`config.mk`:
```
export PLATFORM = sky130hd
export DESIGN_NAME = uil_interrupt_logic
export DESIGN_NICKNAME = d
export VERILOG_FILES = /design/src/verilog/uil_interrupt_logic.v
export VERILOG_INCLUDE_DIRS = /design/src /design/src/verilog
export SDC_FILE = /design/constraint.sdc
export NUM_CORES = 1
export LEC_CHECK = 0
export CORE_MARGIN = 2
export CORE_UTILIZATION = 40
export DETAILED_ROUTE_END_ITERATION = 7
export DONT_BUFFER_PORTS = 1
export GPL_ROUTABILITY_DRIVEN = 0
export RECOVER_POWER = 25
export SLEW_MARGIN = 20
export SYNTH_ARGS = -nofsm -noshare
export SYNTH_HDL_FRONTEND = slang
export SYNTH_SLANG_ARGS = --single-unit
```
`constraint.sdc`:
```
create_clock -name clock -period 1.41 [get_ports clock]
set_clock_uncertainty 0.1 [all_clocks]
set_input_delay 0.141 -clock clock [delete_from_list [all_inputs] [get_ports clock]]
set_output_delay 0.141 -clock clock [all_outputs]
set_load 0.05 [all_outputs]
```
`src/verilog/uil_regs.vh`:
```
// Purpose: Register offsets, field positions, codes and reset values of the UART interrupt logic.
// Assumes: Included once by the interrupt logic module.
// Notes:   Offsets are indices on the plain register port.
`ifndef UIL_REGS_VH
`define UIL_REGS_VH

`define UIL_ADDR_W        3
`define UIL_OFF_ENABLE    3'h1
`define UIL_OFF_STATUS    3'h2
`define UIL_OFF_LINE      3'h5
`define UIL_OFF_MODEM     3'h6

`define UIL_EN_RX         0
`define UIL_EN_TX         1
`define UIL_EN_LINE       2
`define UIL_EN_MODEM      3
`define UIL_EN_SLEEP      4
`define UIL_EN_XOFF       5
`define UIL_EN_RTS        6
`define UIL_EN_CTS        7

`define UIL_ENABLE_RESET  8'h00
`define UIL_ENABLE_LOCK   8'h0F

`define UIL_CODE_LINE     6'h06
`define UIL_CODE_TIMEOUT  6'h0C
`define UIL_CODE_RX       6'h04
`define UIL_CODE_TX       6'h02
`define UIL_CODE_MODEM    6'h00
`define UIL_CODE_XOFF     6'h10
`define UIL_CODE_FLOW     6'h20
`define UIL_CODE_NONE     6'h01

`define UIL_FIFO_ON       2'h3
`define UIL_FIFO_OFF      2'h0

`define UIL_LINE_RESET    8'h60
`define UIL_RDATA_IDLE    8'h00
`define UIL_TX_SRC_IDLE   1'b1

`endif

```
`src/verilog/uil_interrupt_logic.v`:
```
// Purpose: Interrupt enable, pending, priority encode and clear logic of one UART channel.
// Assumes: All event inputs come from logic on the same clock; reads and writes use a
//          plain strobed register port with read data one cycle later.
// Notes:   Line status is built here but read out elsewhere; modem status lives elsewhere; their read strobes clear here.
`timescale 1ns/10ps
`include "uil_regs.vh"

// Function
// - FIFO mode receive interrupt follows trigger level reached, clears below it.
// - Data-ready flag sets on character into FIFO, clears when FIFO empty.
// - FIFO enabled with enable bits 0-3 clear gives polled mode.
// - Line status bits: overrun, error type, holding empty, all empty, fifo error.
// - Non-FIFO receive interrupt while holding register full; enable resets off.
// - Transmit ready on empty or below trigger, and at once if enabled while empty.
// - Overrun interrupts at once; other errors on readout or at once if chosen.
// - Modem status interrupt when any modem change bit 0-3 is set.
// - Enable bits 4-7 writable only with enhanced enable; reset to zero.
// - Xoff or special character match sets status bit 4 and interrupts.
// - Interrupt on auto RTS output rise and auto CTS input rise.
// - Status bit 5 reports flow change, active only with enable 6 or 7.
// - Status read gives highest pending code; lower sources stay pending, except Xoff and special, which any status read clears.
// - Codes by priority: 06, 0C, 04, 02, 00, 10, 20; none is 01.
// - Status bit 0 low while pending, high when none, high at reset.
// - Status bits 7 and 6 both follow FIFO enable.
// - Receive timeout raised by delay timer, cleared by holding register read.
// - Transmit source uses trigger or empty, or fully empty in RS-485 mode.
// - Line read, data below trigger, status read or write, modem read clear sources.
// - Xoff clears on status read or Xon; special on status read or next char.
// - Flow change interrupts clear only on modem status register read.
module uil_interrupt_logic (
  input  wire                   clock,
  input  wire                   rst_n,
  input  wire [`UIL_ADDR_W-1:0] regAddr,
  input  wire [7:0]             regWrData,
  input  wire                   regWrStb,
  input  wire                   regRdStb,
  output reg  [7:0]             regRdData,
  input  wire                   fifoEnable,
  input  wire                   enhancedEnable,
  input  wire                   errImmediate,
  input  wire                   rs485Mode,
  input  wire                   rxFifoLoad,
  input  wire                   rxEmpty,
  input  wire                   rxTrigReached,
  input  wire                   rxTimeout,
  input  wire                   rxHoldRead,
  input  wire                   rxOverrun,
  input  wire [2:0]             headErrors,
  input  wire                   headPop,
  input  wire                   fifoHasError,
  input  wire                   txHoldEmpty,
  input  wire                   txBelowTrig,
  input  wire                   txAllEmpty,
  input  wire                   txHoldWrite,
  input  wire [3:0]             modemChange,
  input  wire                   xoffMatch,
  input  wire                   xonMatch,
  input  wire                   specialMatch,
  input  wire                   rxCharDone,
  input  wire                   autoRtsOn,
  input  wire                   autoCtsOn,
  input  wire                   rtsRise,
  input  wire                   ctsRise,
  output reg                    irqOut,
  output reg  [7:0]             lineStatus,
  output reg                    pollMode,
  output reg                    sleepMode
);

  reg  [7:0] enable_q;
  reg        lineIrq_q;
  reg        overrun_q;
  reg        timeout_q;
  reg        txIrq_q;
  reg        txSrcDly_q;
  reg        xoffIrq_q;
  reg        specIrq_q;
  reg        flowIrq_q;
  reg        dataReady_q;
  reg  [7:0] isrView;
  wire       statusRead;
  wire       lineRead;
  wire       modemRead;
  wire       enableWrite;
  wire       txSource;
  wire       rxSource;
  wire       lineEvent;
  wire [5:0] code;
  wire [7:0] enableNext;

  // Encoding in strict priority order, one code at a time.
  function [5:0] prioCode;
    input [6:0] pend;
    begin
      if (pend[0])
        prioCode = `UIL_CODE_LINE;
      else if (pend[1])
        prioCode = `UIL_CODE_TIMEOUT;
      else if (pend[2])
        prioCode = `UIL_CODE_RX;
      else if (pend[3])
        prioCode = `UIL_CODE_TX;
      else if (pend[4])
        prioCode = `UIL_CODE_MODEM;
      else if (pend[5])
        prioCode = `UIL_CODE_XOFF;
      else if (pend[6])
        prioCode = `UIL_CODE_FLOW;
      else
        prioCode = `UIL_CODE_NONE;
    end
  endfunction

  assign statusRead  = regRdStb && (regAddr == `UIL_OFF_STATUS);
  assign lineRead    = regRdStb && (regAddr == `UIL_OFF_LINE);
  assign modemRead   = regRdStb && (regAddr == `UIL_OFF_MODEM);
  assign enableWrite = regWrStb && (regAddr == `UIL_OFF_ENABLE);

  assign enableNext = enhancedEnable ? regWrData :
                      ((regWrData & `UIL_ENABLE_LOCK) | (enable_q & ~`UIL_ENABLE_LOCK));

  assign rxSource = fifoEnable ? rxTrigReached : !rxEmpty;

  assign txSource = rs485Mode ? txAllEmpty : (fifoEnable ? txBelowTrig : txHoldEmpty);

  assign lineEvent = rxOverrun || (|headErrors && (errImmediate ? rxFifoLoad : headPop));

  assign code = prioCode({
    flowIrq_q && (enable_q[`UIL_EN_RTS] || enable_q[`UIL_EN_CTS]),
    (xoffIrq_q || specIrq_q) && enable_q[`UIL_EN_XOFF],
    (|modemChange) && enable_q[`UIL_EN_MODEM],
    txIrq_q && enable_q[`UIL_EN_TX],
    rxSource && enable_q[`UIL_EN_RX],
    timeout_q && enable_q[`UIL_EN_RX],
    lineIrq_q && enable_q[`UIL_EN_LINE]});

  always @* begin
    isrView = {(fifoEnable ? `UIL_FIFO_ON : `UIL_FIFO_OFF), code};
  end

  // Set and clear terms are named once, so each flag below stays a plain set-wins flop.
  wire       txRise;
  wire       txEnableRise;
  wire       txClear;
  wire       flowEvent;
  wire       xoffClear;
  wire       specialClear;

  assign txRise       = txSource && !txSrcDly_q;
  assign txEnableRise = enableWrite && enableNext[`UIL_EN_TX] && !enable_q[`UIL_EN_TX] &&
                        txSource;

  // Status read or write
  // Only a read that reports the transmit code clears it, so a status read taken while a
  // higher source is pending does not lose the transmit request.
  assign txClear = (statusRead && (code == `UIL_CODE_TX)) || txHoldWrite;

  assign flowEvent = (rtsRise && autoRtsOn && enable_q[`UIL_EN_RTS]) ||
                     (ctsRise && autoCtsOn && enable_q[`UIL_EN_CTS]);

  assign xoffClear    = statusRead || xonMatch;
  assign specialClear = statusRead || rxCharDone;

  always @(posedge clock) begin
    if (!rst_n) begin
      enable_q <= `UIL_ENABLE_RESET;
    end else if (enableWrite) begin
      enable_q <= enableNext;
    end
  end

  // Sleep lags the enable bit by one cycle; the clock gating that uses it lives elsewhere.
  always @(posedge clock) begin
    if (!rst_n) begin
      sleepMode <= 1'b0;
    end else begin
      sleepMode <= enable_q[`UIL_EN_SLEEP];
    end
  end

  always @(posedge clock) begin
    if (!rst_n) begin
      lineIrq_q <= 1'b0;
    end else if (lineEvent) begin
      lineIrq_q <= 1'b1;
    end else if (lineRead) begin
      lineIrq_q <= 1'b0;
    end
  end

  // Overrun is held for the line status view until the line status read.
  always @(posedge clock) begin
    if (!rst_n) begin
      overrun_q <= 1'b0;
    end else if (rxOverrun) begin
      overrun_q <= 1'b1;
    end else if (lineRead) begin
      overrun_q <= 1'b0;
    end
  end

  always @(posedge clock) begin
    if (!rst_n) begin
      timeout_q <= 1'b0;
    end else if (rxTimeout) begin
      timeout_q <= 1'b1;
    end else if (rxHoldRead) begin
      timeout_q <= 1'b0;
    end
  end

  // Resets to the level of an empty holding register, so no false edge follows reset.
  always @(posedge clock) begin
    if (!rst_n) begin
      txSrcDly_q <= `UIL_TX_SRC_IDLE;
    end else begin
      txSrcDly_q <= txSource;
    end
  end

  always @(posedge clock) begin
    if (!rst_n) begin
      txIrq_q <= 1'b0;
    end else if (txRise || txEnableRise) begin
      txIrq_q <= 1'b1;
    end else if (txClear) begin
      txIrq_q <= 1'b0;
    end
  end

  always @(posedge clock) begin
    if (!rst_n) begin
      xoffIrq_q <= 1'b0;
    end else if (xoffMatch) begin
      xoffIrq_q <= 1'b1;
    end else if (xoffClear) begin
      xoffIrq_q <= 1'b0;
    end
  end

  always @(posedge clock) begin
    if (!rst_n) begin
      specIrq_q <= 1'b0;
    end else if (specialMatch) begin
      specIrq_q <= 1'b1;
    end else if (specialClear) begin
      specIrq_q <= 1'b0;
    end
  end

  always @(posedge clock) begin
    if (!rst_n) begin
      flowIrq_q <= 1'b0;
    end else if (flowEvent) begin
      flowIrq_q <= 1'b1;
    end else if (modemRead) begin
      flowIrq_q <= 1'b0;
    end
  end

  always @(posedge clock) begin
    if (!rst_n) begin
      dataReady_q <= 1'b0;
    end else if (rxFifoLoad) begin
      dataReady_q <= 1'b1;
    end else if (rxEmpty) begin
      dataReady_q <= 1'b0;
    end
  end

  always @(posedge clock) begin
    if (!rst_n) begin
      lineStatus <= `UIL_LINE_RESET;
    end else begin
      lineStatus <= {fifoHasError, txAllEmpty, txHoldEmpty, headErrors,
                     overrun_q, dataReady_q};
    end
  end

  always @(posedge clock) begin
    if (!rst_n) begin
      pollMode <= 1'b0;
    end else begin
      pollMode <= fifoEnable && (enable_q[`UIL_EN_MODEM:`UIL_EN_RX] == 4'h0);
    end
  end

  // Pending indicator
  // Registered so the pin cannot glitch while the priority encoder settles.
  always @(posedge clock) begin
    if (!rst_n) begin
      irqOut <= 1'b0;
    end else begin
      irqOut <= (code != `UIL_CODE_NONE);
    end
  end

  // Read data stand for one cycle only and then fall back to the idle value, so a
  // sample taken outside that cycle never shows a stale register.
  always @(posedge clock) begin
    if (!rst_n) begin
      regRdData <= `UIL_RDATA_IDLE;
    end else if (regRdStb) begin
      case (regAddr)
        `UIL_OFF_ENABLE: begin
          regRdData <= enable_q;
        end
        `UIL_OFF_STATUS: begin
          regRdData <= isrView;
        end
        default: begin
          regRdData <= `UIL_RDATA_IDLE;
        end
      endcase
    end else begin
      regRdData <= `UIL_RDATA_IDLE;
    end
  end

endmodule // uil_interrupt_logic

```
==> reports/summary.txt, run 1 <==
Syn Std Cell Area -> 1403 sq um
Avg Cell Area, Syn -> 9.167 sq um
commonest non-fill, non-tap cell in the layout -> dlygate4sd3_1
Warnings, synthesis -> 0
drt first-iter violations -> 43
Layout area overhead -> 41.66%
CTS tree -> yes
Leak -> 0.7612 nW
CP Data Arrival Time -> 1.52 ns
minimum clock period after layout -> 1.393 ns
relative slew slack -> 0.6120
Final Cycle Share -> 0.9881
via count -> 1348
first-pass GRT wire length -> 6.561 mm
crit path launch type -> flip-flop
Max Buffers Root-to-Sink -> 2
clock root buffer -> clkbuf_4
I/O pins -> 65
maximum clock frequency -> 717.8 MHz
cells after synthesis -> 153
Fillers -> 337
Yosys reg bits -> 36
GRT overflow -> 0
Die W -> 63.22 um
largest net degree at the start of global routing -> 18
Worst Path Required -> 1.54 ns
CP max FO -> 2
Post-DP HPWL -> 2.470 mm
Max Cap Viol -> 0
number of library cell types mapped by synthesis -> 35
wire per inst -> 15.77 um
H-tree depth -> 2
drc violations -> 0
number of synthesized flops with an enable pin -> 0
fraction of layout cells with a size suffix above 1 -> 0.1078
setup violators final -> 0
met2 wire length -> 2.000 mm
Via-to-Cell Ratio -> 5.392
WL met1 -> 1.609 mm
CTS Buf Count -> 5
n_diodes -> 0
core area -> 3363 sq um
setup tns final -> 0 ns
Crit Path Category -> flip-flop to flip-flop
setup bufs post-CTS -> 0
# port buffers -> 0
Cell Pwr Density -> 932.5 nW/um^2
Worst setup EP type -> flip-flop
die area -> 3996 sq um
Syn Nets -> 199
commonest non-fill, non-tap cells in the layout -> dlygate4sd3_1, dfxtp_1, a21oi_1, nand2_1, nor2_1
die height -> 63.22 um
WHS -> 0.02541 ns
fin. max-slew vios -> 0
std cell rows -> 21
Final #Nets -> 250
Initial Util -> 0.4170
maximum vdd drop -> 0.0005602 V
min-delay worst type -> input pin to flip-flop
GRT Total Usage -> 0.2115
DR pass1 iterations -> 4
Antenna Nets Post-Route -> 0
main flop type after synthesis -> dfxtp_1
met3 wire len -> 286 um
Clock transition at path regs -> 0.10 ns
Sinks on Clock Net -> 36
Synth async-reset ratio -> 0
fin util -> 0.5908
slew at the pin with the worst max-slew slack -> 0.5745 ns
Fin. Hold Viols -> 0
vias in the first global route -> 1410
status -> finished, final reports clean
max layer used -> met4
Post-Route WL -> 3.943 mm
initial antenna violation count -> 0
Seq/Total Area, Yosys -> 0.5138
Clk Latency, worst-skew pair -> 0.34 ns
-- metrics by stage --
stage / instances / area [sq um] / setup WS, ns / total power [mW]
6_report: 250 / 1987 / 0.01678 / 1.853
5_1_grt: 250 / 1987 / -0.03595 / 1.942
4_1_cts: 250 / 1959 / 0.01371 / 1.854
3_5_place_dp: 199 / 1473 / 0.07244 / 1.264
3_3_place_gp: 199 / 1473 / 0.09526 / 1.259
2_1_floorplan: 153 / 1403 / 0.1734 / 1.239
-- worst max-delay path, cell delays in order (launching register included) --
cell,delay (ns)
dfxtp_1,0.32
nor3b_2,0.14
nor2_1,0.11
dlygate4sd3_1,0.58
nor2_1,0.04
-- layer usage --
metal | vias to the layer above | track usage
met5 | - | 0
met4 | 0 | 0.05435
met3 | 5 | 0.06964
met2 | 64 | 0.3750
met1 | 635 | 0.2444
li1 | 644 | -
-- state kept, by name (all words and copies together) (netlist names) --
signal / flops
dataReady_q: 1
enable_q: 8
flowIrq_q: 1
irqOut: 1
lineIrq_q: 1
lineStatus: 8
overrun_q: 1
pollMode: 1
regRdData: 8
sleepMode: 1
specIrq_q: 1
timeout_q: 1
txIrq_q: 1
txSrcDly_q: 1
xoffIrq_q: 1
-- worst paths after layout --
check,startpoint,to,slack [ns],cells past startpoint
min,rs485Mode,txSrcDly_q,0.03,2
min reg2reg,enable_q[5],enable_q[5],0.39,2
max reg2reg,xoffIrq_q,xoffIrq_q,0.02,4
max,xoffIrq_q,xoffIrq_q,0.02,4
-- what timing repair did --
action / 4_1_cts / 5_1_grt
hold endpoints to repair: 33 / 0
hold buffers: 44 / 0
setup endpoints to repair: 0 / 6
gates resized for setup: 0 / 10
-- layout make-up --
cell class | count | area [sq um] | area share
Clock inverter | 1 | 5.005 | 0.002519
Sequential cell | 36 | 724.4 | 0.3646
Inverter | 4 | 17.52 | 0.008816
Multi-Input combinational cell | 108 | 660.6 | 0.3325
Tap cell | 46 | 57.56 | 0.02897
Timing Repair Buffer | 49 | 480.5 | 0.2418
Clock buffer | 6 | 41.29 | 0.02078
-- synthesized netlist by cell type, types with 2 or more instances --
cell | n | area (sq um)
a21o_1 | 2 | 15.01
and4bb_1 | 2 | 25.02
nand3_1 | 9 | 45.04
o2111ai_1 | 2 | 17.52
nand4_1 | 3 | 18.77
o21ai_0 | 2 | 10.01
nand2b_1 | 4 | 25.02
mux2i_1 | 4 | 40.04
clkbuf_1 | 2 | 7.510
dfxtp_1 | 36 | 720.7
nand2_1 | 16 | 60.06
a32o_1 | 3 | 30.03
a21oi_1 | 16 | 80.08
buf_2 | 2 | 10.01
o21ai_1 | 4 | 20.02
nor2_1 | 15 | 56.30
nor3b_1 | 3 | 22.52
and2_1 | 7 | 43.79
nor2b_1 | 2 | 12.51
inv_1 | 3 | 11.26
nand3b_1 | 2 | 15.01
-- power breakdown --
group	switching, mW	internal, mW	total, mW
combinational	0.0854	0.133	0.218
clock	0.318	0.184	0.502
sequential	0.0792	1.05	1.13
-- logic make-up after synthesis --
family          Yosys count  synth area share
compound gates           35            0.1615
mux                       5           0.03658
buf+inv                   9           0.02855
simple gates             68            0.2596
flops                    36            0.5138
Note: power is estimated with default switching activity, not from simulation.
==> inputs of run 2 (changes only) <==
GPL_TIMING_DRIVEN = 0   (was default)
TNS_END_PERCENT = 5   (was default)
==> run 2 against run 1 <==
- the run now ends with negative setup slack left
- sequential power barely moved
- sequential cell count did not move
- critical path depth did not move
- non-clock buffer count fell by 9
- clock-buffer cell count rose by 1
- hold slack got worse by 0.0074 ns
- register-to-register slack got worse by 0.02 ns
- via count fell by 6.5%
- critical path type unchanged
- critical endpoint unchanged
- largest power group unchanged
==> reports/summary.txt, run 2 (synthesis results as in run 1) <==
status -> finished with violations
failing checks -> negative setup slack
Cell Pwr Density -> 1008 nW/um^2 (+8.1%)
fin util -> 0.5625 (-0.02827)
Fin. Hold Viols -> 0 (unchanged)
GRT overflow -> 0 (unchanged)
switching power -> 0.4951 mW (+2.5%)
CTS tree -> yes
Worst Path Buf+Inv -> 1 (unchanged)
Die W -> 63.22 um (unchanged)
Max Cap Viol -> 0 (unchanged)
maximum vdd drop -> 0.0004061 V (-28%)
drc violations -> 0 (unchanged)
hold path cells -> 3 (+1)
CP Data Arrival Time -> 1.53 ns (about the same)
Layout area overhead -> 34.88%
delay-heaviest family, CP -> buffers and inverters
Clock transition at path regs -> 0.11 ns (about the same)
min-delay worst type -> input pin to flip-flop
Leak -> 0.7017 nW (-7.8%)
CP Depth -> 4 (unchanged)
slowest cell on the critical path -> dlygate4sd3_1
Sinks on Clock Net -> 36 (unchanged)
Post-DP HPWL -> 2.399 mm (-2.9%)
die area -> 3996 sq um (unchanged)
setup tns final -> -0.002766 ns (-0.002766 ns)
internal power -> 1.411 mW (+3.0%)
vias in the first global route -> 1288 (-8.7%)
relative slew slack -> 0.6604 (+0.04837)
Antenna Nets Post-Route -> 0 (unchanged)
Post-Route WL -> 3.882 mm (-1.5%)
initial antenna violation count -> 0 (unchanged)
std cell rows -> 21 (unchanged)
Worst Path Required -> 1.53 ns (about the same)
Crit Path Category -> flip-flop to flip-flop
DR pass1 iterations -> 4 (unchanged)
clock network fraction of total power -> 0.302 (+0.031)
Initial Util -> 0.4170 (unchanged)
Final Cycle Share -> 1.002 (+0.01386)
CTS Buf Count -> 5 (unchanged)
max incr delay on CP -> 0.57 ns (about the same)
worst-path cell chain -> nor3b_2 -> nor2_1 -> dlygate4sd3_1 -> nor2_1
GRT Total Usage -> 0.2060 (-0.005443)
Via-to-Cell Ratio -> 5.211 (-3.4%)
Max Buffers Root-to-Sink -> 2 (unchanged)
most used cell along the critical path -> nor2_1
I/O pins -> 65 (unchanged)
minimum clock period after layout -> 1.413 ns (+0.01955 ns)
core area -> 3363 sq um (unchanged)
largest net degree at the start of global routing -> 12 (-6)
# port buffers -> 0 (unchanged)
switching share of power -> 0.2597 (-0.001019)
biggest regs -> enable_q (8), lineStatus (8), regRdData (8)
setup violators final -> 1 (+1)
Worst setup EP type -> flip-flop
fraction of layout cells with a size suffix above 1 -> 0.1071 (-0.0007003)
crit path launch type -> flip-flop
die height -> 63.22 um (unchanged)
via count -> 1261 (-6.5%)
wire per inst -> 16.04 um (+1.7%)
CP max FO -> 2 (unchanged)
n_diodes -> 0 (unchanged)
DP Worst Slack -> 0.007748 ns (-0.06469 ns)
H-tree depth -> 2 (unchanged)
drt first-iter violations -> 40 (-7.0%)
commonest non-fill, non-tap cells in the layout -> dlygate4sd3_1, dfxtp_1, a21oi_1, nand2_1, nor2_1
Reg2Reg Depth -> 4 (unchanged)
RSZ-0062 raised after global routing -> yes
clock root buffer -> clkbuf_4
register share of total power -> 0.594 (-0.017)
Final #Nets -> 241 (-3.6%)
Combinational Power Share -> 0.104 (-0.014)
maximum clock frequency -> 707.8 MHz (-1.4%)
Clk Latency, worst-skew pair -> 0.34 ns (about the same)
slew at the pin with the worst max-slew slack -> 0.5094 ns (-0.06504 ns)
commonest non-fill, non-tap cell in the layout -> dlygate4sd3_1
fin. max-slew vios -> 0 (unchanged)
first-pass GRT wire length -> 6.216 mm (-5.3%)
Final WS setup -> -0.002766 ns (-0.01955 ns)
==> run 2: area by class of cell <==
class                           count  area [sq um]
Clock buffer                        7         55.05
Inverter                            4         15.01
Sequential cell                    36         724.4
Timing Repair Buffer               35         352.8
Clock inverter                      1         7.507
Multi-Input combinational cell    108         654.4
Fill cell                         325          1471
Buffer                              5         25.02
Tap cell                           46         57.56
==> run 2: power groups by stage <==
stage	registers [mW]	clock network [mW]	logic [mW]
2_1_floorplan	1.15	0	0.0912
3_3_place_gp	1.15	0	0.109
3_5_place_dp	1.15	0	0.112
4_1_cts	1.13	0.584	0.192
5_1_grt	1.14	0.640	0.219
6_report	1.13	0.576	0.198
==> run 2: tightest hold or removal path, stage by stage <==
cell and delay [ns]:
nand3b_1 0.06, nand2_1 0.07, a32o_1 0.15
==> run 2: per-stage QoR <==
step	hold WS, ns	power, mW	std cells	cell area [sq um]
6_report	0.01798	1.906	242	1892
5_1_grt	0.01367	1.996	242	1892
3_5_place_dp	0.1180	1.267	199	1460
4_1_cts	0.006325	1.907	242	1874
2_1_floorplan	0.1140	1.239	153	1403
3_3_place_gp	0.1178	1.262	199	1460
==> run 2: path summary, 6_finish.rpt <==
kind / start / end / slack [ns]
min reg2reg: dataReady_q / lineStatus[0] / 0.37
min: regWrData[1] / txIrq_q / 0.02
max reg2reg: xoffIrq_q / xoffIrq_q / -0.003
max: xoffIrq_q / xoffIrq_q / -0.003
==> run 2: layer usage <==
layer	GRT usage	vias to the layer above	wire length (um)
met5	0	-	0
met4	0.06250	0	59
met3	0.07500	8	241
met2	0.3670	52	1985
li1	-	625	-
met1	0.2283	576	1595
==> run 2: repair_timing <==
action | CTS | global route
pin swaps | 0 | 1
buffers inserted | 0 | 0
endpoints found under the setup margin | 1 | 5
resized for setup | 1 | 6
hold buffers | 35 | 1
endpoints found under the hold margin | 28 | 1
